$ cat src/shared/blec_pkg.sv
package blec_pkg;
   // Register offsets
   localparam logic [7:0] REG_ENABLE_OFS = 8'h10;
   localparam logic [7:0] REG_MAPCFG_OFS = 8'h11;
   localparam logic [7:0] REG_BRT_LO_OFS = 8'h14;
   localparam logic [7:0] REG_BRT_HI_OFS = 8'h15;
   localparam logic [7:0] REG_STATUS_OFS = 8'h16;
   // Field positions
   localparam int CHIP_EN_BIT = 0;
   localparam int SINK_EN_LSB = 1;
   localparam int MAP_EXP_BIT = 7;
   localparam int SRC_SEL_LSB = 0;
   localparam int BRT_LO_W = 3;
   // Reset values and writable masks
   localparam logic [7:0] ENABLE_RST = 8'h0F;
   localparam logic [7:0] ENABLE_MASK = 8'h0F;
   localparam logic [7:0] MAPCFG_RST = 8'h01;
   localparam logic [7:0] MAPCFG_MASK = 8'h83;
   localparam logic [10:0] BRT_RST = 11'h000;
   // Brightness source codes
   localparam logic [1:0] SRC_BUS = 2'h0;
   localparam logic [1:0] SRC_PWM = 2'h1;
   // Current mapping, in nanoamps; exponential factors are Q16
   localparam logic [25:0] LIN_BASE_NA = 26'h00093AE;
   localparam logic [25:0] LIN_STEP_NA = 26'h0002FA3;
   localparam logic [25:0] EXP_BASE_NA = 26'h000C350;
   localparam int EXP_FRAC = 16;
   localparam logic [20:0] EXP_MUL [11] = '{21'h0100C7, 21'h01018F, 21'h010321, 21'h01064B, 21'h010CBE,
      21'h011A1E, 21'h0136E7, 21'h017993, 21'h022CE7, 21'h04BB77, 21'h166502};
   localparam logic [3:0] MAP_LAST_STEP = 4'hB;

   typedef enum logic [2:0] {
      ST_DISABLED = 3'h1,
      ST_STANDBY = 3'h2,
      ST_ACTIVE = 3'h4
   } blec_state_t;

   typedef enum logic [8:0] {
      BS_IDLE = 9'h001,
      BS_ADDR = 9'h002,
      BS_AACK = 9'h004,
      BS_REG = 9'h008,
      BS_RACK = 9'h010,
      BS_WDAT = 9'h020,
      BS_WACK = 9'h040,
      BS_RDAT = 9'h080,
      BS_MACK = 9'h100
   } blec_bus_t;
endpackage : blec_pkg

$ cat src/blec_core.sv
// Operation
// - While the hardware enable pin is low the core is disabled, registers sit at defaults and the bus is ignored.
// - Bus writes take effect only once the hardware enable pin is high, and the host raises it first.
// - Three sink enable bits in bits 3..1 of register string_and_chip_enable each enable one string.
// - After reset all three sink enable bits read as one.
// - After reset chip enable is one, pulse-width source is selected and linear mapping is used.
// - With defaults and the pin high the core waits in standby and turns a non-zero duty into the 11-bit code.
// - Standby keeps every programmed register value.
// - Chip enable at zero forces the disabled state with all LEDs off.
// - With the chip enabled, no sinks, a zero selected code, or a low pulse-width input in modes 01/1x mean standby.
// - Source 00 takes the bus brightness code and source 01 the pulse-width duty.
// - Sources 10 and 11 take the 11-bit product of bus code and duty.
// - Bit 7 of register brightness_mapping_config selects exponential (1) or linear (0) mapping.
// - Linear current is 37.806 uA plus 12.195 uA per code for codes 1..2047, and zero for code 0.
// - Exponential current is 50 uA times 1.003040572 to the code for codes 1..2047, and zero for code 0.
`timescale 1ns/1ps
module blec_core import blec_pkg::*; #(
   parameter logic [6:0] BUS_ADDR = 7'h2A,
   parameter int CODE_W = 11,
   parameter int NUM_SINKS = 3
) (
   // Clock and reset
   input wire logic i_clock,
   input wire logic i_rst_b,
   input wire logic i_ce,
   // Pins
   input wire logic i_hardware_enable_pin,
   input wire logic i_scl,
   input wire logic i_sda,
   output logic o_sda_o,
   output logic o_sda_oe,
   // Pulse-width sampler, same clock
   input wire logic [CODE_W-1:0] i_pwm_duty,
   // Analogue side
   output logic [2:0] o_state,
   output logic [NUM_SINKS-1:0] o_sink_en,
   output logic [CODE_W-1:0] o_code,
   output logic [25:0] o_led_na,
   output logic o_shutdown_quiescent_current
);
   logic scl1_q, scl2_q, scl3_q, sda1_q, sda2_q, sda3_q, hw1_q, hw2_q;
   blec_bus_t bst_q, bst_d;
   logic [3:0] cnt_q, cnt_d;
   logic [7:0] sh_q, sh_d, tx_q, tx_d, ptr_q, ptr_d;
   logic rw_q, rw_d, nak_q, nak_d, oe_q, oe_d;
   logic [7:0] ctrl_q, ctrl_d, map_q, map_d;
   logic [CODE_W-1:0] brt_q, brt_d;
   logic wr_en;
   logic scl_rise, scl_fall, bus_start, bus_stop;

   assign scl_rise = scl2_q & ~scl3_q;
   assign scl_fall = ~scl2_q & scl3_q;
   assign bus_start = scl2_q & scl3_q & ~sda2_q & sda3_q;
   assign bus_stop = scl2_q & scl3_q & sda2_q & ~sda3_q;
   assign o_sda_o = 1'b0;

   blec_state_t st_q, st_d;

   function automatic logic [7:0] rd_byte(input logic [7:0] a);
      rd_byte = 8'h00;
      unique case (a)
         REG_ENABLE_OFS: rd_byte = ctrl_q;
         REG_MAPCFG_OFS: rd_byte = map_q;
         REG_BRT_LO_OFS: rd_byte = {5'h00, brt_q[BRT_LO_W-1:0]};
         REG_BRT_HI_OFS: rd_byte = brt_q[CODE_W-1:BRT_LO_W];
         REG_STATUS_OFS: rd_byte = {5'h00, st_q};
         default: rd_byte = 8'h00;
      endcase
   endfunction : rd_byte

   // Serial bus slave and register file
   always_comb begin
      bst_d = bst_q;
      cnt_d = cnt_q;
      sh_d = sh_q;
      tx_d = tx_q;
      ptr_d = ptr_q;
      rw_d = rw_q;
      nak_d = nak_q;
      oe_d = oe_q;
      ctrl_d = ctrl_q;
      map_d = map_q;
      brt_d = brt_q;
      wr_en = 1'b0;
      if (!hw2_q) begin
         bst_d = BS_IDLE;
         oe_d = 1'b0;
         ptr_d = 8'h00;
         ctrl_d = ENABLE_RST;
         map_d = MAPCFG_RST;
         brt_d = BRT_RST;
      end else if (bus_start) begin
         bst_d = BS_ADDR;
         cnt_d = 4'h0;
         oe_d = 1'b0;
      end else if (bus_stop) begin
         bst_d = BS_IDLE;
         oe_d = 1'b0;
      end else if (scl_rise) begin
         unique case (bst_q)
            BS_ADDR, BS_REG, BS_WDAT: begin
               sh_d = {sh_q[6:0], sda2_q};
               cnt_d = cnt_q + 4'h1;
            end
            BS_RDAT: cnt_d = cnt_q + 4'h1;
            BS_MACK: nak_d = sda2_q;
            default: ;
         endcase
      end else if (scl_fall) begin
         unique case (bst_q)
            BS_ADDR: if (cnt_q == 4'h8) begin
               rw_d = sh_q[0];
               oe_d = (sh_q[7:1] == BUS_ADDR);
               bst_d = (sh_q[7:1] == BUS_ADDR) ? BS_AACK : BS_IDLE;
            end
            BS_AACK: begin
               cnt_d = 4'h0;
               if (rw_q) begin
                  tx_d = rd_byte(ptr_q);
                  oe_d = ~tx_d[7];
                  bst_d = BS_RDAT;
               end else begin
                  oe_d = 1'b0;
                  bst_d = BS_REG;
               end
            end
            BS_REG: if (cnt_q == 4'h8) begin
               ptr_d = sh_q;
               oe_d = 1'b1;
               bst_d = BS_RACK;
            end
            BS_RACK, BS_WACK: begin
               oe_d = 1'b0;
               cnt_d = 4'h0;
               bst_d = BS_WDAT;
            end
            BS_WDAT: if (cnt_q == 4'h8) begin
               wr_en = 1'b1;
               unique case (ptr_q)
                  REG_ENABLE_OFS: ctrl_d = sh_q & ENABLE_MASK;
                  REG_MAPCFG_OFS: map_d = sh_q & MAPCFG_MASK;
                  REG_BRT_LO_OFS: brt_d[BRT_LO_W-1:0] = sh_q[BRT_LO_W-1:0];
                  REG_BRT_HI_OFS: brt_d[CODE_W-1:BRT_LO_W] = sh_q;
                  default: ;
               endcase
               ptr_d = ptr_q + 8'h01;
               oe_d = 1'b1;
               bst_d = BS_WACK;
            end
            BS_RDAT: begin
               if (cnt_q == 4'h8) begin
                  oe_d = 1'b0;
                  bst_d = BS_MACK;
               end else begin
                  tx_d = {tx_q[6:0], 1'b0};
                  oe_d = ~tx_d[7];
               end
            end
            BS_MACK: begin
               cnt_d = 4'h0;
               if (nak_q) begin
                  oe_d = 1'b0;
                  bst_d = BS_IDLE;
               end else begin
                  ptr_d = ptr_q + 8'h01;
                  tx_d = rd_byte(ptr_d);
                  oe_d = ~tx_d[7];
                  bst_d = BS_RDAT;
               end
            end
            default: ;
         endcase
      end
   end

   always_ff @(posedge i_clock or negedge i_rst_b) begin
      if (!i_rst_b) begin
         {scl1_q, scl2_q, scl3_q, sda1_q, sda2_q, sda3_q} <= 6'h3F;
         {hw1_q, hw2_q} <= 2'h0;
         bst_q <= BS_IDLE;
         cnt_q <= 4'h0;
         sh_q <= 8'h00;
         tx_q <= 8'h00;
         ptr_q <= 8'h00;
         rw_q <= 1'b0;
         nak_q <= 1'b0;
         oe_q <= 1'b0;
         ctrl_q <= ENABLE_RST;
         map_q <= MAPCFG_RST;
         brt_q <= BRT_RST;
      end else if (i_ce) begin
         {scl1_q, scl2_q, scl3_q} <= {i_scl, scl1_q, scl2_q};
         {sda1_q, sda2_q, sda3_q} <= {i_sda, sda1_q, sda2_q};
         {hw1_q, hw2_q} <= {i_hardware_enable_pin, hw1_q};
         bst_q <= bst_d;
         cnt_q <= cnt_d;
         sh_q <= sh_d;
         tx_q <= tx_d;
         ptr_q <= ptr_d;
         rw_q <= rw_d;
         nak_q <= nak_d;
         oe_q <= oe_d;
         ctrl_q <= ctrl_d;
         map_q <= map_d;
         brt_q <= brt_d;
      end
   end
   assign o_sda_oe = oe_q;

   // Operating state, code selection and current mapping
   logic [1:0] src_sel;
   logic [2*CODE_W-1:0] prod;
   logic [CODE_W-1:0] code_sel, code_d, snap_q, snap_d;
   logic [NUM_SINKS-1:0] sink_d, sink_q;
   logic [3:0] step_q, step_d;
   logic exps_q, exps_d, shdn_q, shdn_d;
   logic [25:0] acc_q, acc_d, led_q, led_d, code_q;
   logic [46:0] acc_mul;

   assign src_sel = map_q[SRC_SEL_LSB+1:SRC_SEL_LSB];
   assign prod = brt_q * i_pwm_duty;
   assign acc_mul = acc_q * EXP_MUL[step_q[3:0] - 4'h1];

   for (genvar i = 0; i < NUM_SINKS; i++) begin : g_sink
      assign sink_d[i] = (st_d == ST_ACTIVE) & ctrl_q[SINK_EN_LSB+i];
   end

   always_comb begin
      unique case (src_sel)
         SRC_BUS: code_sel = brt_q;
         SRC_PWM: code_sel = i_pwm_duty;
         default: code_sel = prod[2*CODE_W-1:CODE_W];
      endcase
      if (!hw2_q || !ctrl_q[CHIP_EN_BIT]) begin
         st_d = ST_DISABLED;
      end else if (ctrl_q[SINK_EN_LSB+NUM_SINKS-1:SINK_EN_LSB] == '0 || code_sel == '0 ||
                   (src_sel != SRC_BUS && i_pwm_duty == '0)) begin
         st_d = ST_STANDBY;
      end else begin
         st_d = ST_ACTIVE;
      end
      code_d = (st_d == ST_ACTIVE) ? code_sel : '0;
      shdn_d = (st_d != ST_ACTIVE);
      step_d = (step_q == MAP_LAST_STEP) ? 4'h0 : step_q + 4'h1;
      snap_d = snap_q;
      exps_d = exps_q;
      acc_d = acc_q;
      led_d = led_q;
      if (step_q == 4'h0) begin
         snap_d = code_q[CODE_W-1:0];
         exps_d = map_q[MAP_EXP_BIT];
         acc_d = EXP_BASE_NA;
      end else if (snap_q[step_q - 4'h1]) begin
         acc_d = acc_mul[EXP_FRAC+25:EXP_FRAC];
      end
      if (step_q == MAP_LAST_STEP) begin
         if (snap_q == '0) begin
            led_d = '0;
         end else if (exps_q) begin
            led_d = acc_d;
         end else begin
            led_d = LIN_BASE_NA + 26'(LIN_STEP_NA * snap_q);
         end
      end
   end

   always_ff @(posedge i_clock or negedge i_rst_b) begin
      if (!i_rst_b) begin
         st_q <= ST_DISABLED;
         code_q <= '0;
         sink_q <= '0;
         shdn_q <= 1'b1;
         step_q <= 4'h0;
         snap_q <= '0;
         exps_q <= 1'b0;
         acc_q <= '0;
         led_q <= '0;
      end else if (i_ce) begin
         st_q <= st_d;
         code_q <= 26'(code_d);
         sink_q <= sink_d;
         shdn_q <= shdn_d;
         step_q <= step_d;
         snap_q <= snap_d;
         exps_q <= exps_d;
         acc_q <= acc_d;
         led_q <= led_d;
      end
   end
   assign o_state = st_q;
   assign o_code = code_q[CODE_W-1:0];
   assign o_sink_en = sink_q;
   assign o_led_na = led_q;
   assign o_shutdown_quiescent_current = shdn_q;
endmodule : blec_core

$ cat config.mk
export PLATFORM = sky130hd
export DESIGN_NAME = blec_core
export DESIGN_NICKNAME = d
export VERILOG_FILES = /design/src/shared/blec_pkg.sv /design/src/blec_core.sv
export SDC_FILE = /design/constraint.sdc
export NUM_CORES = 2
export LEC_CHECK = 0
export ABC_AREA = 1
export CORE_UTILIZATION = 50
export CTS_CLUSTER_SIZE = 25
export DETAILED_ROUTE_END_ITERATION = 10
export DONT_BUFFER_PORTS = 1
export GPL_TIMING_DRIVEN = 1
export PLACE_DENSITY = 0.63
export RECOVER_POWER = 100
export SLEW_MARGIN = 20
export SYNTH_ARGS = -nofsm -noshare
export SYNTH_HDL_FRONTEND = slang
export SYNTH_SLANG_ARGS = --single-unit
$ cat constraint.sdc
create_clock -name i_clock -period 12.9 [get_ports i_clock]
set_input_delay 1.935 -clock i_clock [delete_from_list [all_inputs] [get_ports i_clock]]
set_output_delay 1.935 -clock i_clock [all_outputs]
set_load 0.03 [all_outputs]
After elaboration in Yosys (flattened, before gate mapping)
Memory sizes are Yosys's and may differ from the RTL's.
Index checks and enable logic that the tools add are counted.
{"block": "op_classes", "magnitude_cmp": 2, "bitwise": 21, "reduce_logical": 35, "n_mux": 97, "multipliers": 3, "n_eq_ne": 52, "add_sub_neg": 5}
{"cell": "two-way mux 8 bit", "n": 41}
{"cell": "two-way mux 26 bit", "n": 4}
{"cell": "two-way mux 11 bit", "n": 8}
{"cell": "two-way mux 9 bit", "n": 9}
{"cell": "equality test 8 x 5 -> 1 bit (second input constant)", "n": 10}
{"cell": "case mux 8 bit (5 select lines)", "n": 2}
{"cell": "case mux 9 bit (7 select lines)", "n": 1}
{"cell": "AND reduction 8 bit", "n": 6}
{"cell": "multiplier 26 x 21 -> 42 bit", "n": 1}
{"cell": "two-way mux 21 bit", "n": 2}
{"cell": "logical NOT 11 bit", "n": 3}
{"cell": "two-way mux 4 bit", "n": 7}
{"cell": "adder 16 x 25 -> 26 bit (first input constant)", "n": 1}
{"cell": "multiplier 14 x 11 -> 25 bit (first input constant)", "n": 1}
{"cell": "case mux 8 bit (3 select lines)", "n": 1}
{"cell": "AND reduction 6 bit", "n": 4}
{"cell": "multiplier 11 x 11 -> 22 bit", "n": 1}
{"cell": "case mux 11 bit (2 select lines)", "n": 1}
{"cell": "two-way mux 7 bit", "n": 3}
{"cell": "case mux 7 bit (3 select lines)", "n": 1}
{"cell": "!= test 5 bit (second input constant)", "n": 4}
{"cell": "!= test 2 x 1 -> 1 bit (second input constant)", "n": 7}
{"cell": "!= test 2 bit (second input constant)", "n": 7}
{"cell": "two-way mux 3 bit", "n": 4}
{"cell": "44 further kinds", "n": 86}
{"block": "totals", "ff_bits": 160, "in_bits": 17, "elab_cells": 245, "romBits": 336, "memories": 1, "output_inout_bits": 46}
{"memory": "(no name shown)", "depth": 16, "word_bits": 21, "read_ports": 1, "rd_ports_with_merged_regs": 0, "write_ports": 0, "line_no": "blec_core.sv:222", "source": "assign acc_mul = acc_q * EXP_MUL[step_q[3:0] - 4'h1];"}

Longest topological paths before layout
{"block": "depth", "depth_word": 18, "depth_mapped": 44, "depth_no_buf": 42}

Worst setup path before layout
Ideal clock, no wire load.
{"block": "synth_timing", "path_type": "reg2reg", "startpoint": "register step_q[0]", "endpoint": "register led_q[25] (netlist: o_led_na[25])", "arrival_time_ps": 7403, "setup_time_ps": 117, "synth_period_minus_slack_ps": 7520, "path_buffers": 2, "t_required_ps": 12783, "setup_slack_ps": 5380, "stages_incl_launch_ff": 40, "path_cell_list": "dfrtp_1 > inv_2 > ha_1 > inv_1 > nand2_1 > nand2_2 > clkbuf_1 > nand2_1 > o22ai_1 > nand2_1 > nand2_1 > clkbuf_1 > nor2_1 > fa_1 > inv_1 > fa_1 > fa_1 > fa_1 > [4 not listed] > fa_1 > inv_1 > ha_1 > a21o_1 > a21oi_1 > o21ai_0 > a21oi_1 > nand2_1 > nand2_1 > nand2_2 > a21oi_1 > inv_1 > nand2_1 > nand3_1 > nand2_1 > nand2_1 > nand2_1 > nand2_1"}
{"block": "synth_between", "elab_chain_len": 10}
{"item": "start: declaration", "line_no": "blec_core.sv:215", "source": "logic [3:0] step_q, step_d;"}
{"item": "start signal: assignment", "line_no": "blec_core.sv:283", "source": "step_q <= step_d;"}
{"item": "subtractor 4 x 1 -> 4 bit", "line_no": "blec_core.sv:222, blec_core.sv:253"}
{"item": "inverter 4 -> 5 bit (not written as such)", "line_no": "blec_core.sv:222"}
{"item": "memory read (16 x 21 bit)"}
{"item": "two-way mux 21 bit (not written as such) (2 in series)", "line_no": "blec_core.sv:222"}
{"item": "multiplier 26 x 21 -> 42 bit", "line_no": "blec_core.sv:222"}
{"item": "two-way mux 26 bit", "line_no": "blec_core.sv:253", "source": "end else if (snap_q[step_q - 4'h1]) begin"}
{"item": "two-way mux 26 bit", "line_no": "blec_core.sv:249", "source": "if (step_q == 4'h0) begin"}
{"item": "two-way mux 26 bit", "line_no": "blec_core.sv:259", "source": "end else if (exps_q) begin"}
{"item": "two-way mux 26 bit", "line_no": "blec_core.sv:257", "source": "if (snap_q == '0) begin"}
{"item": "end signal: assignment", "line_no": "blec_core.sv:287", "source": "led_q <= led_d;"}
{"item": "end: declaration", "line_no": "blec_core.sv:217", "source": "logic [25:0] acc_q, acc_d, led_q, led_d, code_q;"}
Several ways; a longest one is shown, not always the timed one. The select of a mux whose other input is x is not followed.
A chain may end at the register's enable or synchronous reset.

Final worst setup path
{"block": "layout_timing", "startpoint": "register step_q[0]", "endpoint": "register acc_q[22]"}
{"block": "layout_between", "elab_chain_len": 8}
{"item": "subtractor 4 x 1 -> 4 bit", "line_no": "blec_core.sv:222, blec_core.sv:253"}
{"item": "inverter 4 -> 5 bit (not written as such)", "line_no": "blec_core.sv:222"}
{"item": "memory read (16 x 21 bit)"}
{"item": "two-way mux 21 bit (not written as such) (2 in series)", "line_no": "blec_core.sv:222"}
{"item": "multiplier 26 x 21 -> 42 bit", "line_no": "blec_core.sv:222"}
{"item": "two-way mux 26 bit", "line_no": "blec_core.sv:253"}
{"item": "two-way mux 26 bit (*)", "line_no": "blec_core.sv:249"}
{"item": "end signal: assignment", "line_no": "blec_core.sv:276", "source": "acc_q <= '0;"}
{"item": "end signal: assignment", "line_no": "blec_core.sv:286", "source": "acc_q <= acc_d;"}
{"item": "end: declaration", "line_no": "blec_core.sv:217"}
Mark *: on every way between the ends. The rest lies on a longest branch, timed or not. The select of a mux whose other input is x is not followed.

==> out/qor.yml <==
cells_and_area:
  final_nets: 5043
  seq_area_mm2: 0.00380
  multi_input_comb_area_mm2: 0.0242
  mostFrequentLayoutCells: "1036 x sky130_fd_sc_hd__inv_1, 837 x sky130_fd_sc_hd__nand2_1, 557 x sky130_fd_sc_hd__fa_1"
  n_fill_cell: 6449
  area_delta_synth_final_pct: 3.69
  layout_commonest_cell: "sky130_fd_sc_hd__inv_1"
  final_layout_size_suffix_gt1_share_pct: 2.83
  antenna_cells: 0
run_status:
  outcome: "complete, but fails checks"
  violations_in_the_final_reports: "capacitance limit, slew limit"
placement:
  number_of_i_o_port_buffers: 0
  finalWeightedCongestion: 0.984
  dpl.hpwl_um: 77000
cts:
  holdBufCountCts: 0
  worst_skew_pair.late_latency_ns: 0.44
  cts_setup_buffers: 0
  cts_tree: "built"
  clk_transition_reported_paths_ns: 0.06
  ctsResizeCount: 0
  htree_levels: 4
  numCtsBuffers: 17
  cts_root_buf: "sky130_fd_sc_hd__clkbuf_16"
  clockBufferDepth: 2
  clock_sink_count: 151
sta:
  timing.final.crit_period_ns: 10.82
  clock.fmax_mhz: 92.4
  endpoints_failing_setup: 0
  total_negative_slack_ns: 0
  fin_skew_ns: 0.0143
  max_slew_margin_pct: -83.6
  setup_repair_after_global_routing_missed_its_margin: "false"
  post-route-period-util_pct: 83.9
  report.final.hold_viol_count: 0
  max_slew.worst_pin.slew_ns: 2.75
  maxSlewViolCount: 80
route:
  antenna_violating_nets_post_route: 0
  detail_routed_net_length_per_standard_cell_um: 18.9
  drt_drc_violations_left: 0
  viasPerCell: 5.32
  totalWireLength_um: 95000
  drtPass1Iterations: 6
  drt_iter0_drc: 2037
  via_count: 26700
synth:
  ys_dominant_reg_cell: "sky130_fd_sc_hd__dfrtp_1"
  post_synth_instance_area_mm2: 0.0326
  seq_area_frac_synth_pct: 11.6
  synth-warning-count: 0
  synth.ff_latch_count: 151
  synth_async_sr_flop_share_pct: 100
  synth_enable_flop_cells: 0
  postSynthNetCount: 5147
  post_synth_inst_count: 4264
  netlist-cell-type-count: 63
  syn_area_per_cell_um2: 7.64
hold_path:
  min_path_type: "reg2reg"
worst_setup_path:
  timing.critical_path.arrival_ns: 11.02
  worst-path-max-fanout: 28
  crit_path_frequent_cell: "sky130_fd_sc_hd__inv_1"
  critPathKind: "reg2reg"
  crit_end_element: "flop"
  worstPathRequired_ns: 13.10
  cp_slowest_stage_delay_ns: 0.80
  crit_slowest_cell: "sky130_fd_sc_hd__inv_1"
  worstSetupStartpointType: "flop"
floorplanning:
  design.die.area_mm2: 0.0662
  num_rows: 93
  io_pins: 63
  initial_util_pct: 50.6
  die_width_um: 257
  coreArea_mm2: 0.0645
  die_y_um: 257
global_route:
  globalRouteTotalUtil_pct: 29.8
  first_pass_grt_wire_length_um: 153000
  number_of_global_route_vias_before_repair: 27400
  initial_antenna_violation_count: 0
  globalRoute.totalOverflow: 0
  grt_max_degree: 152
job:
  drv_cap: 2
==> registers in the layout, indices dropped and copies added, names as in the netlist, 3 cells and up <==
register,flops
acc_q,26
o_led_na,26
brt_q,11
code_q,11
snap_q,11
bst_q,9
ptr_q,8
sh_q,8
tx_q,7
cnt_q,4
ctrl_q,4
step_q,4
map_q,3
o_sink_en,3
o_state,3
==> final cells by class <==
class,instances,area share [%]
Multi-Input combinational cell,2907,71.7
Inverter,1060,11.8
Sequential cell,151,11.2
Tap cell,855,3.17
Clock buffer,18,1.27
Timing Repair Buffer,23,0.489
Clock inverter,14,0.407
==> synthesized netlist by cell type, types with 18 or more instances <==
cell / count / area share (%)
sky130_fd_sc_hd__nand2_1: 833 / 9.6
sky130_fd_sc_hd__nand3_1: 111 / 1.7
sky130_fd_sc_hd__fa_1: 557 / 34
sky130_fd_sc_hd__inv_1: 1034 / 12
sky130_fd_sc_hd__nand4_1: 30 / 0.58
sky130_fd_sc_hd__ha_1: 309 / 12
sky130_fd_sc_hd__nor2_1: 477 / 5.5
sky130_fd_sc_hd__o21ai_1: 18 / 0.28
sky130_fd_sc_hd__o21ai_0: 176 / 2.7
sky130_fd_sc_hd__nor3_1: 43 / 0.66
sky130_fd_sc_hd__o22ai_1: 23 / 0.44
sky130_fd_sc_hd__clkbuf_1: 125 / 1.4
sky130_fd_sc_hd__a21oi_1: 136 / 2.1
sky130_fd_sc_hd__xor2_1: 19 / 0.51
sky130_fd_sc_hd__dfrtp_1: 137 / 11
==> layer usage <==
metal  wire (um)  share of wire, %  GRT usage, %
met2       42200                44          46.9
met5           0                 0             0
met4        2580               2.7          8.23
met3        7740               8.2          4.93
met1       42400                45          42.5
==> cell families after synthesis <==
group / share of synthesized area, %
AND/OR/NAND/NOR: 19.7
other: 0.0115
buffers and inverters: 14.0
flip-flops: 11.6
XOR/XNOR: 0.775
AO/OA/AOI/OAI: 7.79
adder cells (fa/ha/maj): 46.1
==> worst max-delay path: cells and delay by family, from the launching register on <==
kind	cells	cell delay, ns
compound gates	8	1.73
buf+inv	9	2.53
fa+ha+maj	8	3.73
simple gates	6	1.88
flops	1	0.65
==> metrics by stage <==
step	cells	util [%]	setup WS, ns	instance area, um2	hold slack [ns]
2_1_floorplan	4264	-	5.38	32600	0.442
3_3_place_gp	4996	51.6	3.68	33300	0.452
3_5_place_dp	4996	51.6	3.50	33300	0.453
4_1_cts	5028	52.5	3.46	33800	0.464
5_1_grt	5028	52.4	1.40	33800	0.490
6_report	5028	52.4	2.08	33800	0.462
==> final timing paths <==
path | cells past startpoint | slack [ns] | from | to
min in group asynchronous | 0 | 1.20 | i_rst_b | snap_q[9]
hold reg to reg | 2 | 0.46 | sda1_q | sda1_q
hold / removal | 2 | 0.46 | sda1_q | sda1_q
max in group asynchronous | 0 | 11.39 | i_rst_b | o_state[0]
setup reg to reg | 31 | 2.08 | step_q[0] | acc_q[22]
setup / recovery | 31 | 2.08 | step_q[0] | acc_q[22]
Power is left out: the tool's default activity adds up to more than one toggle a clock period on the data nets, which glitch-free logic cannot reach.
